**src/mode_control_pkg.sv**
```systemverilog
// shared constants and types for the front-end mode controller
package mode_control_pkg;
  localparam int    CLK_HZ           = 50_000_000;
  localparam int    SETTLE_TIME_US   = 10;
  localparam int    SETTLE_CYCLES    = (SETTLE_TIME_US * (CLK_HZ / 1_000_000));
  localparam int    BLOCK_COUNT      = 9;
  localparam int    CONV_BITS        = 10;
  localparam int    CONV_LSB_POS     = 6;
  localparam int    FRAME_BITS       = 16;
  localparam int    ADDR_BITS        = 6;
  localparam int    REG_COUNT        = 64;
  localparam logic [7:0]  REG_RESET  = 8'h00;
  localparam logic [9:0]  CONV_RESET = 10'h000;
  localparam logic [11:0] ADDR_ENABLE_CMD  = 12'h000;
  localparam logic [11:0] ADDR_CONV_VALUE  = 12'h004;
  localparam logic [11:0] ADDR_SETTLE_STAT = 12'h008;
  localparam logic [11:0] ADDR_SHUTDOWN    = 12'h00c;

  typedef enum logic [1:0] {
    SP_IDLE  = 2'b00,
    SP_SHIFT = 2'b01,
    SP_DONE  = 2'b11
  } serial_state_type;

  typedef struct packed {
    logic shutdown_request;
    logic port_select;
  } mode_pins_type;
endpackage : mode_control_pkg

```
**src/plc_frontend_mode_control.sv**
```systemverilog
// mode, power and serial-routing control of the powerline front end
// Behaviour
// A high shutdown request forces every block and the serial port into low power.
// A low shutdown request lets the blocks and serial port run as configured.
// Register contents survive shutdown unchanged and remain after release.
// A high port select steers serial writes into the converter data register.
// A low port select steers serial reads and writes to the command and data registers.
// Each switchable block reports settled 10 us after its enable changes.
// The wire transmitter gates the carrier input with the keying input.
// A keying input of one leaves the transmitter output undriven.
// A keying input of zero drives the transmitter output with the carrier level.
// A converter frame is a left-justified 10-bit word applied when chip select rises.
`timescale 1ns/1ps
module plc_frontend_mode_control
  import mode_control_pkg::*;
#(
  parameter int NBLK = BLOCK_COUNT
) (
  input  wire logic                         clk,
  input  wire logic                         arst_n,
  input  wire mode_control_pkg::mode_pins_type pins,
  input  wire logic                         cs_n,
  input  wire logic                         sclk,
  input  wire logic                         sdin,
  output logic                              sdout,
  input  wire logic                         carrier_in,
  input  wire logic                         keying_in,
  output logic                              wire_tx_out,
  output logic                              wire_tx_oe,
  output logic [NBLK-1:0]                   block_power,
  output logic [CONV_BITS-1:0]              conv_value,
  input  wire logic                         psel,
  input  wire logic                         penable,
  input  wire logic                         pwrite,
  input  wire logic [11:0]                  paddr,
  input  wire logic [31:0]                  pwdata,
  output logic [31:0]                       prdata,
  output logic                              pready,
  output logic                              pslverr
);
  import mode_control_pkg::*;

  // serial, block enable, transmitter and apb state
  serial_state_type         st_r, st_nxt;
  logic [FRAME_BITS-1:0]    sh_r, sh_nxt;
  logic [4:0]               cnt_r, cnt_nxt;
  logic                     sclk_r;
  logic [FRAME_BITS-1:0]    rd_win;
  logic                     sdout_r, sdout_nxt;
  logic [7:0]               regs_r [REG_COUNT];
  logic [7:0]               wr_data;
  logic [ADDR_BITS-1:0]     wr_addr;
  logic                     reg_we;
  logic [CONV_BITS-1:0]     conv_r, conv_nxt;
  logic [NBLK-1:0]          en_cmd_r, en_cmd_nxt;
  logic [NBLK-1:0]          blk_en, blk_settled;
  logic [NBLK-1:0]          power_r, power_nxt;
  logic                     tx_out_r, tx_oe_r;
  logic [31:0]              prdata_r, prdata_nxt;
  logic                     pready_r, pslverr_r, perr_nxt;
  logic                     sd;
  logic                     rise, fall;

  assign sd   = pins.shutdown_request;
  assign rise = sclk && !sclk_r;
  assign fall = !sclk && sclk_r;

  // serial frame engine: r/w, 6-bit address, 8 data bits
  always_comb
  begin
    st_nxt    = st_r;
    sh_nxt    = sh_r;
    cnt_nxt   = cnt_r;
    sdout_nxt = sdout_r;
    conv_nxt  = conv_r;
    reg_we    = 1'b0;
    wr_addr   = sh_r[14:9];
    wr_data   = sh_r[7:0];
    // read address sits just above the bits shifted in after it
    rd_win    = sh_r >> (cnt_r - 5'd7);
    if (sd)
      st_nxt = SP_IDLE;
    else
    begin
      unique case (st_r)
        SP_IDLE:
        begin
          cnt_nxt = '0;
          if (!cs_n)
            st_nxt = SP_SHIFT;
        end
        SP_SHIFT:
        begin
          if (rise && cnt_r < 5'(FRAME_BITS))
          begin
            sh_nxt  = {sh_r[FRAME_BITS-2:0], sdin};
            cnt_nxt = cnt_r + 5'd1;
          end
          // read data out on falling edges after the address byte
          if (fall && !pins.port_select && cnt_r >= 5'd8 && cnt_r < 5'(FRAME_BITS))
            sdout_nxt = regs_r[rd_win[ADDR_BITS-1:0]][3'(5'd15 - cnt_r)];
          if (cs_n)
            st_nxt = SP_DONE;
        end
        SP_DONE:
        begin
          st_nxt = SP_IDLE;
          if (cnt_r == 5'(FRAME_BITS))
          begin
            if (pins.port_select)
              conv_nxt = sh_r[FRAME_BITS-1:CONV_LSB_POS];
            else if (!sh_r[15])
              reg_we = 1'b1;
          end
        end
        default: st_nxt = SP_IDLE;
      endcase
    end
  end

  always_ff @(posedge clk or negedge arst_n)
  begin
    if (!arst_n)
    begin
      st_r    <= SP_IDLE;
      sh_r    <= '0;
      cnt_r   <= '0;
      sclk_r  <= 1'b0;
      sdout_r <= 1'b0;
      conv_r  <= CONV_RESET;
      for (int i = 0; i < REG_COUNT; i++)
        regs_r[i] <= REG_RESET;
    end
    else if (!sd) // data frozen in shutdown, st_r forced to SP_IDLE
    begin
      st_r    <= st_nxt;
      sh_r    <= sh_nxt;
      cnt_r   <= cnt_nxt;
      sclk_r  <= sclk;
      sdout_r <= sdout_nxt;
      conv_r  <= conv_nxt;
      if (reg_we)
        regs_r[wr_addr] <= wr_data;
    end
    else
      st_r <= st_nxt;
  end

  // block enables: apb command, all off in shutdown
  generate
    for (genvar g = 0; g < NBLK; g++)
    begin : g_blk
      settle_timer #(
        .CYCLES(SETTLE_CYCLES)
      ) u_settle (
        .clk       (clk),
        .arst_n    (arst_n),
        .enable_req(en_cmd_r[g] && !sd),
        .enabled   (blk_en[g]),
        .settled   (blk_settled[g])
      );
    end
  endgenerate

  // apb slave, zero wait states
  always_comb
  begin
    en_cmd_nxt = en_cmd_r;
    prdata_nxt = '0;
    perr_nxt   = 1'b0;
    power_nxt  = blk_en;
    if (psel && !penable)
    begin
      unique case (paddr)
        ADDR_ENABLE_CMD:
        begin
          prdata_nxt = 32'(en_cmd_r);
          if (pwrite)
            en_cmd_nxt = pwdata[NBLK-1:0];
        end
        ADDR_CONV_VALUE:  prdata_nxt = 32'(conv_r);
        ADDR_SETTLE_STAT: prdata_nxt = 32'(blk_settled);
        ADDR_SHUTDOWN:    prdata_nxt = {31'h0, sd};
        default:          perr_nxt   = 1'b1;
      endcase
    end
  end

  always_ff @(posedge clk or negedge arst_n)
  begin
    if (!arst_n)
    begin
      en_cmd_r  <= '0;
      prdata_r  <= '0;
      pready_r  <= 1'b0;
      pslverr_r <= 1'b0;
      power_r   <= '0;
      tx_out_r  <= 1'b0;
      tx_oe_r   <= 1'b0;
    end
    else
    begin
      en_cmd_r  <= en_cmd_nxt; // kept through shutdown
      pready_r  <= psel && !penable;
      pslverr_r <= perr_nxt;
      if (psel && !penable)
        prdata_r <= prdata_nxt;
      power_r   <= power_nxt;
      tx_out_r  <= carrier_in && !keying_in;
      tx_oe_r   <= !keying_in && !sd;
    end
  end

  assign sdout       = sdout_r;
  assign conv_value  = conv_r;
  assign block_power = power_r;
  assign wire_tx_out = tx_out_r;
  assign wire_tx_oe  = tx_oe_r;
  assign prdata      = prdata_r;
  assign pready      = pready_r;
  assign pslverr     = pslverr_r;
endmodule : plc_frontend_mode_control

```
**src/settle_timer.sv**
```systemverilog
// settling timer for one switchable block
`timescale 1ns/1ps
module settle_timer #(
  parameter int CYCLES = 500
) (
  input  wire logic clk,
  input  wire logic arst_n,
  input  wire logic enable_req,
  output logic      enabled,
  output logic      settled
);
  localparam int CW = $clog2(CYCLES + 1);
  logic [CW-1:0] cnt_r;
  logic [CW-1:0] cnt_nxt;
  logic          en_r;
  logic          en_nxt;

  always_comb
  begin
    en_nxt  = enable_req;
    cnt_nxt = cnt_r;
    if (enable_req != en_r)
      cnt_nxt = CW'(CYCLES);
    else if (cnt_r != '0)
      cnt_nxt = cnt_r - 1'b1;
  end

  always_ff @(posedge clk or negedge arst_n)
  begin
    if (!arst_n)
    begin
      cnt_r <= '0;
      en_r  <= 1'b0;
    end
    else
    begin
      cnt_r <= cnt_nxt;
      en_r  <= en_nxt;
    end
  end

  assign enabled = en_r;
  assign settled = (cnt_r == '0) && (en_r == enable_req);
endmodule : settle_timer

```
**config.mk**
```make
export PLATFORM = sky130hd
export DESIGN_NAME = plc_frontend_mode_control
export DESIGN_NICKNAME = d
export VERILOG_FILES = /design/src/mode_control_pkg.sv /design/src/plc_frontend_mode_control.sv /design/src/settle_timer.sv
export SDC_FILE = /design/constraint.sdc
export NUM_CORES = 1
export LEC_CHECK = 0
export BUFFER_PORTS_ARGS = -buffer_cell sky130_fd_sc_hd__buf_2
export CAP_MARGIN = 5
export CORE_ASPECT_RATIO = 0.7
export CORE_UTILIZATION = 40
export DETAILED_ROUTE_END_ITERATION = 7
export PLACE_DENSITY = 0.52
export SYNTH_ARGS = -nofsm -noshare
export SYNTH_HDL_FRONTEND = slang
export SYNTH_SLANG_ARGS = --single-unit
```
**constraint.sdc**
```tcl
create_clock -name clk -period 8.5 [get_ports clk]
set_input_delay 0.425 -clock clk [delete_from_list [all_inputs] [get_ports clk]]
set_output_delay 0.425 -clock clk [all_outputs]
set_load 0.05 [all_outputs]
```
Yosys cells after proc, flatten, opt, wreduce, memory -nomap -nowiden
Index checks and enable logic that the tools add are counted.
{ "classes": {"add_sub_neg": 12, "order_cmp": 6, "eq_ne": 27, "shifts": 1, "n_mux": 40, "bitwise": 3, "n_reduce_logical": 72} }
{ "op_table": {"columns": ["operator", "count"], "rows": [
  ["$bwmux W512", 1],
  ["$mux W9", 18],
  ["$logic_not A9 Y1", 9],
  ["$reduce_bool A9 Y1", 9],
  ["$sub A9 B1 Y9 const B", 9],
  ["$bmux W8 S6", 1],
  ["$demux W8 S6", 1],
  ["$pmux W10 S4", 1],
  ["$logic_and A1 B1 Y1", 28],
  ["$eq A12 B4 Y1 const B", 2],
  ["$mux W8", 3],
  ["$reduce_bool A2 Y1", 10],
  ["$shr A16 B5 Y6", 1],
  ["$ge A7 B7 Y1 const B", 2],
  ["$not A6 Y7", 2],
  ["$eq A12 B3 Y1 const B", 1],
  ["$logic_not A12 Y1", 1],
  ["$reduce_and A3 Y1", 4],
  ["$pmux W5 S2", 1],
  ["$eq A1 B1 Y1", 9],
  ["$ne A1 B1 Y1", 9],
  ["$mux W1", 8],
  ["$lt A7 B1 Y1 const B", 1],
  ["$logic_not A1 Y1", 6],
  ["other kinds (20)", 24]
]} }
{ "word_totals": {"regBits": 691, "input_bits": 56, "output_inout_bits": 56, "word_cells": 256} }

Depth between registers and ports, before layout
Gate-level depths: netlist (run 1).
{ "depth": {"ltp_word": 8, "ltp_mapped": 22} }

By module
A second synthesis (run 1) with hierarchy kept.
{ "unflattened": {"cells_unflattened": 2840, "area_unflattened_um2": 32900.3} }
{ "modules_own_cells": {"columns": ["module", "n_inst", "cells_each", "area_each_um2"], "rows": [
  ["plc_frontend_mode_control", 1, 2380, 28050.7],
  ["settle_timer at g_blk[0].u_settle ...", 8, 51, 539.3],
  ["settle_timer at g_blk[8].u_settle", 1, 52, 535.5]
]} }

Worst setup path before layout (run 1)
OpenSTA, ideal clock, no wires.
{ "synth_path": {"path_type": "register -> register", "startpoint": "register cnt_r[0]", "endpoint": "register sdout_r, in the netlist sdout", "setup_time_ns": 0.128, "arrival_time_ns": 4.222, "t_required_ns": 8.372, "slack_ns": 4.150, "stages_incl_launch_ff": 19, "n_path_buf": 4, "cell_sequence": "dfrtp_1 buf_6 buf_12 clkbuf_1 inv_1 ha_1 clkbuf_4 clkinv_1 mux4_2 mux2_4 or3_1 o211ai_1 o21ai_1 a31o_1 nor3_2 nor3_1 or4_1 a32oi_1 a31oi_1"} }
{ "synth_via": {"elab_chain_cells": 8, "word_cells_on_any_way": 14} }
{ "synth_lines": {"columns": ["element", "line", "text"], "rows": [
  ["start: declaration", "plc_frontend_mode_control.sv:46", "logic [4:0] cnt_r, cnt_nxt;"],
  ["start signal: assignment", "plc_frontend_mode_control.sv:138", "cnt_r <= cnt_nxt;"],
  ["$sub A5 B3 Y5", "plc_frontend_mode_control.sv:80", "rd_win = sh_r >> (cnt_r - 5'd7);"],
  ["$shr A16 B5 Y6", "plc_frontend_mode_control.sv:80", null],
  ["$not A6 Y7 (not written as such)", "plc_frontend_mode_control.sv:101", "sdout_nxt = regs_r[rd_win[ADDR_BITS-1:0]][3'(5'd15 - cnt_r)];"],
  ["$bmux W8 S6", "plc_frontend_mode_control.sv:101", null],
  ["$mux W8 (not written as such) (2 in series)", "plc_frontend_mode_control.sv:101", null],
  ["$bmux W1 S3", "plc_frontend_mode_control.sv:101", null],
  ["$mux W1 (not written as such)", "plc_frontend_mode_control.sv:101", null],
  ["end signal: assignment", "plc_frontend_mode_control.sv:140", "sdout_r <= sdout_nxt;"],
  ["end: declaration", "plc_frontend_mode_control.sv:49", "logic sdout_r, sdout_nxt;"]
]} }
Several ways; a longest one is shown, not always the timed one. The select of a mux whose other input is x is not followed.
A chain may end at the register's enable or synchronous reset.

Worst setup path after layout (run 1)
Ends and elaborated chain as after synthesis.

==> results.json, run 1 <==
{
  "run_status": "completed",
  "timing.critical_path.to_type": "flip-flop",
  "fin_crit_ns": 5.98,
  "initialDrtViolationCount": 1976,
  "sw_frac_of_total": 0.253,
  "ios": 112,
  "min_period_over_period": 0.704,
  "layout.cells.most_common": "sky130_fd_sc_hd__dfrtp_1",
  "startpoint_type": "flip-flop",
  "cp_data_arrival_time_ns": 6.52,
  "power_switching_uw": 1820,
  "cts_tree": "yes",
  "power.ir.vdd_worst_mv": 0.114,
  "synthArstFlopShare": 1.00,
  "fillers": 7327,
  "gpl.final_weighted_congestion": 0.877,
  "global_route_congestion_overflow_total": 0,
  "die_area_um2": 81100,
  "floorplan.die.height_um": 239,
  "initial_util": 0.405,
  "finClkSkew_ns": 0.0140,
  "netlist_instances": 2808,
  "largest_net_degree_at_the_start_of_global_routing": 185,
  "finalHoldViolations": 0,
  "synth_seq_area_share": 0.523,
  "fin_worst_hold_slack_ns": 0.0407,
  "worst_skew_pair.late_latency_ns": 0.62,
  "worstMarginPinSlew_ns": 1.25,
  "cts_made_buffers": 69,
  "yosys_warnings": 0,
  "regToRegStartpoint": "cnt_r[0]",
  "synth_top_flop_cell": "sky130_fd_sc_hd__dfrtp_1",
  "num_rows": 86,
  "post-route-util": 0.450,
  "report.power.total_uw": 7210,
  "power.share.sequential": 0.483,
  "setup-violations-final": 0,
  "place_inst": 3781,
  "synth_edf_count": 0,
  "synth.ff_latch_count": 669,
  "grt_usage": 0.235,
  "cp_max_fo": 31,
  "fp.coreArea_um2": 79000,
  "routed-via-count": 22700,
  "postCtsResizedCells": 0,
  "critPathKind": "flip-flop to flip-flop",
  "relative_slew_slack": 0.156,
  "final-instance-count-excl-fill": 3903,
  "dp_hpwl_um": 58500,
  "max_freq_ghz": 0.167,
  "finalMaxSlewViolations": 0,
  "cts.sink_count": 669,
  "layout_common_cells": "sky130_fd_sc_hd__dfrtp_1 (661), sky130_fd_sc_hd__mux2_2 (559), sky130_fd_sc_hd__nand2_1 (303)",
  "grt_setup_unrepaired": "false",
  "final_net_count": 2867,
  "post_route_cells_drive_above_1_share": 0.288,
  "worst_setup_hold_path_clk_slew_ns": 0.06,
  "clock_tree.root_cell": "sky130_fd_sc_hd__clkbuf_16",
  "clkPwrFrac": 0.438,
  "grt_pass1_wl_um": 145000,
  "synthToLayoutAreaGrowth_pct": 11.1,
  "power_density_nw_per_um2": 203,
  "die_width_um": 340,
  "timing.hold.worst.start": "pwdata[3]",
  "worstPathRequired_ns": 9.04,
  "routed_wl_um": 94400,
  "detail_route.drc_violations": 0,
  "avgViaCountPerCell": 5.81,
  "synth_cell_types": 76,
  "cts_buffer_depth": 3,
  "grt_antenna_before_repair": 2,
  "internal-power_uw": 5380,
  "drt.antenna.violating_nets": 0,
  "cts_max_level": 3,
  "cap_viol_max_count": 0,
  "power_leakage_uw": 0.0164,
  "first_pass_iters": 5,
  "io_buffer_count": 66,
  "mappedNetlistArea_um2": 32000,
  "first_global_vias": 23000,
  "num_antenna_cells": 0,
  "average_wire_per_cell_in_the_routed_design_um": 24.2,
  "setup-tns-final_ns": 0,
  "crit_start": "cnt_r[0]",
  "hold_path_class": "input port to flip-flop",
  "comb_power_share": 0.079,
  "avgSynthCellArea_um2": 11.4
}
[timing repair]
action	4_1_cts	5_1_grt
endpoints found under the hold margin	110	0
buffers inserted	0	0
hold buffers	4	0
[worst paths after layout]
check	to	slack, ns	cells past startpoint
min in group asynchronous	g_blk[6].u_settle.cnt_r[1]	0.47	2
hold / removal	en_cmd_r[3]	0.04	2
max in group asynchronous	regs_r[409]	5.80	4
setup reg to reg	sdout	2.52	14
setup / recovery	sdout	2.52	14
hold reg to reg	block_power[1]	0.44	0
[power groups by stage]
stage	sequential [uW]	clock [uW]	combinational, uW
after global placement	3520	0	549
after detailed placement	3530	0	571
after floorplan	3480	0	389
final	3480	3160	570
after global routing	3500	3370	642
after CTS	3480	3230	576
[state kept, by name (all words and copies together) (netlist names), 2 cells and up]
name	flops
block_power	9
cnt_r	5
prdata	10
en_cmd_r	9
st_r	2
g_blk.u_settle.enabled	9
g_blk.u_settle.cnt_r	81
sh_r	16
conv_value	10
regs_r	512
[routing by layer]
layer | part of all wire | track usage
met1 | 0.50 | 0.361
met2 | 0.43 | 0.341
met3 | 0.058 | 0.0392
met4 | 0.020 | 0.0597
met5 | 0 | 0
[cells by family (layout without fill, tap and decap cells)]
group / after synthesis / count (layout) / synth area share
mux: 632 / 632 / 0.224
fa+ha+maj: 11 / 11 / 0.00430
xor+xnor: 62 / 62 / 0.0170
flops: 669 / 669 / 0.523
compound gates: 358 / 358 / 0.0731
other cells: 1 / 22 / 0.000117
buf+inv: 242 / 260 / 0.0350
simple gates: 833 / 833 / 0.123
[critical path, stage by stage (launching register included)]
cell,delay (ns)
sky130_fd_sc_hd__dfrtp_1,0.32
sky130_fd_sc_hd__buf_4,0.38
sky130_fd_sc_hd__inv_1,0.18
sky130_fd_sc_hd__ha_1,0.64
sky130_fd_sc_hd__clkinv_1,0.43
sky130_fd_sc_hd__mux4_2,0.45
sky130_fd_sc_hd__nor2_1,0.06
sky130_fd_sc_hd__or3_2,0.77
sky130_fd_sc_hd__buf_4,0.39
sky130_fd_sc_hd__nor2_1,0.79
sky130_fd_sc_hd__o2111ai_1,0.49
sky130_fd_sc_hd__o21ai_0,0.25
sky130_fd_sc_hd__o22ai_1,0.14
sky130_fd_sc_hd__a221o_1,0.37
sky130_fd_sc_hd__a31oi_1,0.19
[layout make-up]
type / count / area (um^2) / share of cell area
clock buffer: 100 / 2040 / 0.0573
clock inverter: 18 / 274 / 0.00771
inverter: 28 / 105 / 0.00296
multi-input combinational: 1918 / 14300 / 0.402
sequential: 669 / 16800 / 0.471
tap: 1056 / 1320 / 0.0372
timing repair buffer: 114 / 786 / 0.0221
[stage by stage]
stage | setup WS (ns) | instance area [um^2]
final | 2.52 | 35600
after global routing | 2.15 | 35600
after CTS | 2.60 | 35600
after detailed placement | 2.61 | 33200
after global placement | 2.76 | 33200
after floorplan | 4.15 | 32100
[synth_stat cells (6+ instances only)]
cell type                     n  area share
sky130_fd_sc_hd__o22ai_1     12      0.0023
sky130_fd_sc_hd__nand2b_1    28      0.0055
sky130_fd_sc_hd__mux2i_1     60       0.019
sky130_fd_sc_hd__a211oi_1    19      0.0045
sky130_fd_sc_hd__ha_1        11      0.0043
sky130_fd_sc_hd__mux2_2     559        0.20
sky130_fd_sc_hd__nand3_1     94       0.015
sky130_fd_sc_hd__inv_1       27      0.0032
sky130_fd_sc_hd__a21oi_1     76       0.012
sky130_fd_sc_hd__nor3b_1      6      0.0014
sky130_fd_sc_hd__buf_1       10      0.0012
sky130_fd_sc_hd__nand3b_1     6      0.0014
sky130_fd_sc_hd__nor2_1     157       0.018
sky130_fd_sc_hd__a31oi_1     37      0.0072
sky130_fd_sc_hd__a221oi_1     7      0.0019
sky130_fd_sc_hd__nand2_1    305       0.036
sky130_fd_sc_hd__nor3_1      56      0.0088
sky130_fd_sc_hd__and3_1      25      0.0049
sky130_fd_sc_hd__o31ai_1      8      0.0019
sky130_fd_sc_hd__nor2b_1     11      0.0022
sky130_fd_sc_hd__o311ai_0     9      0.0025
sky130_fd_sc_hd__buf_4       33      0.0077
sky130_fd_sc_hd__mux4_2      11      0.0077
sky130_fd_sc_hd__a311oi_1     7      0.0019
sky130_fd_sc_hd__xnor2_1     44       0.012
sky130_fd_sc_hd__o21ai_0     70       0.011
sky130_fd_sc_hd__clkbuf_1   119       0.014
sky130_fd_sc_hd__o211ai_1    66       0.015
sky130_fd_sc_hd__o2111ai_1    9      0.0025
sky130_fd_sc_hd__or4_1       11      0.0026
sky130_fd_sc_hd__or3_1       68       0.013
sky130_fd_sc_hd__nand4_1     11      0.0022
sky130_fd_sc_hd__nor4_1      26      0.0051
sky130_fd_sc_hd__xor2_1      18      0.0049
sky130_fd_sc_hd__dfrtp_1    669        0.52
sky130_fd_sc_hd__buf_2       49      0.0077
Power figures use the tool's default switching activity.
==> inputs of run 2 (changes only) <==
--- a/config.mk
+++ b/config.mk
@@ -10,7 +10,7 @@
 export CORE_ASPECT_RATIO = 0.7
 export CORE_UTILIZATION = 40
 export DETAILED_ROUTE_END_ITERATION = 7
-export PLACE_DENSITY = 0.52
+export PLACE_DENSITY = 0.55
 export SYNTH_ARGS = -nofsm -noshare
 export SYNTH_HDL_FRONTEND = slang
 export SYNTH_SLANG_ARGS = --single-unit
==> constraint.sdc (replaced) <==
create_clock -name clk -period 5 [get_ports clk]
set_input_delay 0.25 -clock clk [delete_from_list [all_inputs] [get_ports clk]]
set_output_delay 0.25 -clock clk [all_outputs]
set_load 0.05 [all_outputs]
==> run 2 against run 1 <==
  * Register-to-register slack got worse by 2.4 ns
  * Die area unchanged
  * Non-clock buffer count increased by 72
  * Combinational power increased by 81%
  * Clock skew increased by 0.012 ns
  * Wire length increased by 1.2%
  * Maximum frequency increased by 22%
  * Utilization increased by 0.56 points
  * Worst setup slack got worse by 2.4 ns
  * Total power increased by 65%
  * Final cell count increased by 1.8%
  * Largest power group unchanged
==> results.json, run 2 (synthesis results as in run 1) <==
{
  "largest_registers": "regs_r: 512 flops, g_blk.u_settle.cnt_r: 81 flops, sh_r: 16 flops",
  "comb_power_share": 0.087,
  "r2r_cells": 14,
  "worstMarginPinSlew_ns": 1.12,
  "maximum_cell_stage_delay_along_the_critical_path_ns": 0.79,
  "grt_setup_unrepaired": "false",
  "cpLargestDelayFamily": "simple AND/OR/NAND/NOR gates",
  "global_route_congestion_overflow_total": 0,
  "cap_viol_max_count": 0,
  "grt_usage": 0.237,
  "fin_crit_ns": 4.91,
  "detail_route.drc_violations": 0,
  "power_density_nw_per_um2": 330,
  "cts_tree": "yes",
  "routed-via-count": 23200,
  "worst_skew_pair.late_latency_ns": 0.63,
  "first_global_vias": 23200,
  "worst_setup_hold_path_clk_slew_ns": 0.07,
  "cts.sink_count": 669,
  "grt_antenna_before_repair": 4,
  "io_buffer_count": 66,
  "sw_frac_of_total": 0.261,
  "finClkSkew_ns": 0.0264,
  "avgViaCountPerCell": 5.83,
  "initial_util": 0.405,
  "run_status": "completed",
  "clkPwrFrac": 0.419,
  "finalHoldViolations": 0,
  "setup-tns-final_ns": 0,
  "setup-violations-final": 0,
  "worstPathRequired_ns": 5.50,
  "post_route_cells_drive_above_1_share": 0.298,
  "number_of_flip_flops_in_the_largest_register": 512,
  "crit_cells": 14,
  "timing.critical_path.buf_inv": 2,
  "worstPathCellList": "ha_1 -> xnor2_1 -> buf_4 -> mux4_2 -> mux2i_1 -> nand2_1 -> nor2_1 -> buf_4 -> o2111ai_1 -> nand4_1 -> o32ai_1 -> or4_1 -> a32oi_1 -> a31oi_1",
  "internal-power_uw": 8790,
  "max_freq_ghz": 0.204,
  "drt.antenna.violating_nets": 0,
  "dp_hpwl_um": 62200,
  "slowest_stage": "sky130_fd_sc_hd__nor2_1",
  "power.share.sequential": 0.495,
  "min_period_over_period": 0.982,
  "floorplan.die.height_um": 239,
  "cts_buffer_depth": 3,
  "layout_common_cells": "sky130_fd_sc_hd__dfrtp_1 (661), sky130_fd_sc_hd__mux2_2 (559), sky130_fd_sc_hd__nand2_1 (303)",
  "layout.cells.most_common": "sky130_fd_sc_hd__dfrtp_1",
  "cts_max_level": 3,
  "die_width_um": 340,
  "fillers": 7314,
  "startpoint_type": "flip-flop",
  "gpl.final_weighted_congestion": 0.909,
  "initialDrtViolationCount": 1920,
  "ios": 112,
  "cp_max_fo": 9,
  "top_register": "regs_r",
  "cp_data_arrival_time_ns": 5.41,
  "power_switching_uw": 3100,
  "finalMaxSlewViolations": 0,
  "grt_pass1_wl_um": 147000,
  "fp.coreArea_um2": 79000,
  "final-seq-area_um2": 16800,
  "first_pass_iters": 5,
  "timing.rr.end": "sdout",
  "final_net_count": 2937,
  "die_area_um2": 81100,
  "average_wire_per_cell_in_the_routed_design_um": 24.0,
  "routed_wl_um": 95500,
  "relative_slew_slack": 0.245,
  "power_leakage_uw": 0.0167,
  "power.ir.vdd_worst_mv": 0.246,
  "place_inst": 3839,
  "timing.critical_path.to_type": "flip-flop",
  "worst_setup_path_endpoint": "sdout",
  "critPathKind": "flip-flop to flip-flop",
  "cts_made_buffers": 67,
  "multi_input_gate_area_in_the_final_layout_um2": 14300,
  "synthToLayoutAreaGrowth_pct": 12.5,
  "final-instance-count-excl-fill": 3973,
  "clock_tree.root_cell": "sky130_fd_sc_hd__clkbuf_16",
  "largest_net_degree_at_the_start_of_global_routing": 146,
  "num_rows": 86,
  "regToRegStartpoint": "cnt_r[0]",
  "hold_path_class": "input port to flip-flop",
  "crit_start": "cnt_r[0]",
  "critical_path.most_common_cell": "sky130_fd_sc_hd__buf_4",
  "r2r_slack_ns": 0.09
}
run 2: cell count changes in the layout (fill, tap and decap cells not counted), moves of 2 or more:
cell and change:
sky130_fd_sc_hd__buf_4 +51, sky130_fd_sc_hd__clkbuf_1 +5, sky130_fd_sc_hd__bufinv_16 -6, sky130_fd_sc_hd__buf_12 +7, sky130_fd_sc_hd__dlygate4sd3_1 +14, sky130_fd_sc_hd__clkinvlp_4 -2, sky130_fd_sc_hd__clkbuf_8 +4, sky130_fd_sc_hd__clkbuf_16 -4
sky130_fd_sc_hd__inv_6 +2
run 2: cell type report:
type,instances,share of cell area
flip-flops and latches,669,0.465
multi-input cells,1918,0.397
clock buffers,105,0.0559
repair buffers,186,0.0402
well taps,1056,0.0367
inverters,28,0.00292
clock inverters,10,0.00229
diodes,1,0.0000695
run 2: layer usage:
metal  GRT usage  routed length [um]  vias to the layer above
li1            -                   -                    10100
met1       0.364               45800                    12100
met2       0.332               39600                      777
met3      0.0504                8000                      138
met4      0.0640                2060                        0
met5           0                   0                        -
run 2: worst min path at each step:
stage                                 endpoint  cells past startpoint  slack (ns)     from
floorplan                       block_power[0]                      0       -0.05   arst_n
global placement                block_power[6]                      1        0.39   arst_n
detailed placement  g_blk[6].u_settle.cnt_r[7]                      1        0.41   arst_n
CTS                                 wire_tx_oe                      2       0.007  pins[1]
global route                        wire_tx_oe                      2        0.02  pins[1]
finish                              wire_tx_oe                      2        0.03  pins[1]
run 2: timing repair:
action,in CTS,in global routing
hold buffers,18,0
hold endpoints to repair,118,0
setup endpoints to repair,0,1
setup buffers,0,0
gates resized for setup,0,1
run 2: stage by stage:
step	util	cell area (um^2)	power [uW]	hold WS, ns	setup slack, ns
after floorplan	-	32100	6580	-0.0456	0.650
after global placement	0.427	33700	6930	0.394	0.174
after detailed placement	0.427	33700	7000	0.410	0.242
after CTS	0.456	36000	12000	0.00693	0.217
after global routing	0.456	36000	12400	0.0234	0.0715
final	0.456	36000	11900	0.0349	0.0922
run 2: power groups by stage:
stage / Clock, uW / Sequential (uW) / Combinational [uW]
6_report: 4980 / 5890 / 1030
5_1_grt: 5300 / 5920 / 1150
4_1_cts: 5080 / 5880 / 1040
3_5_place_dp: 0 / 5980 / 1020
3_3_place_gp: 0 / 5960 / 976
2_1_floorplan: 0 / 5920 / 661
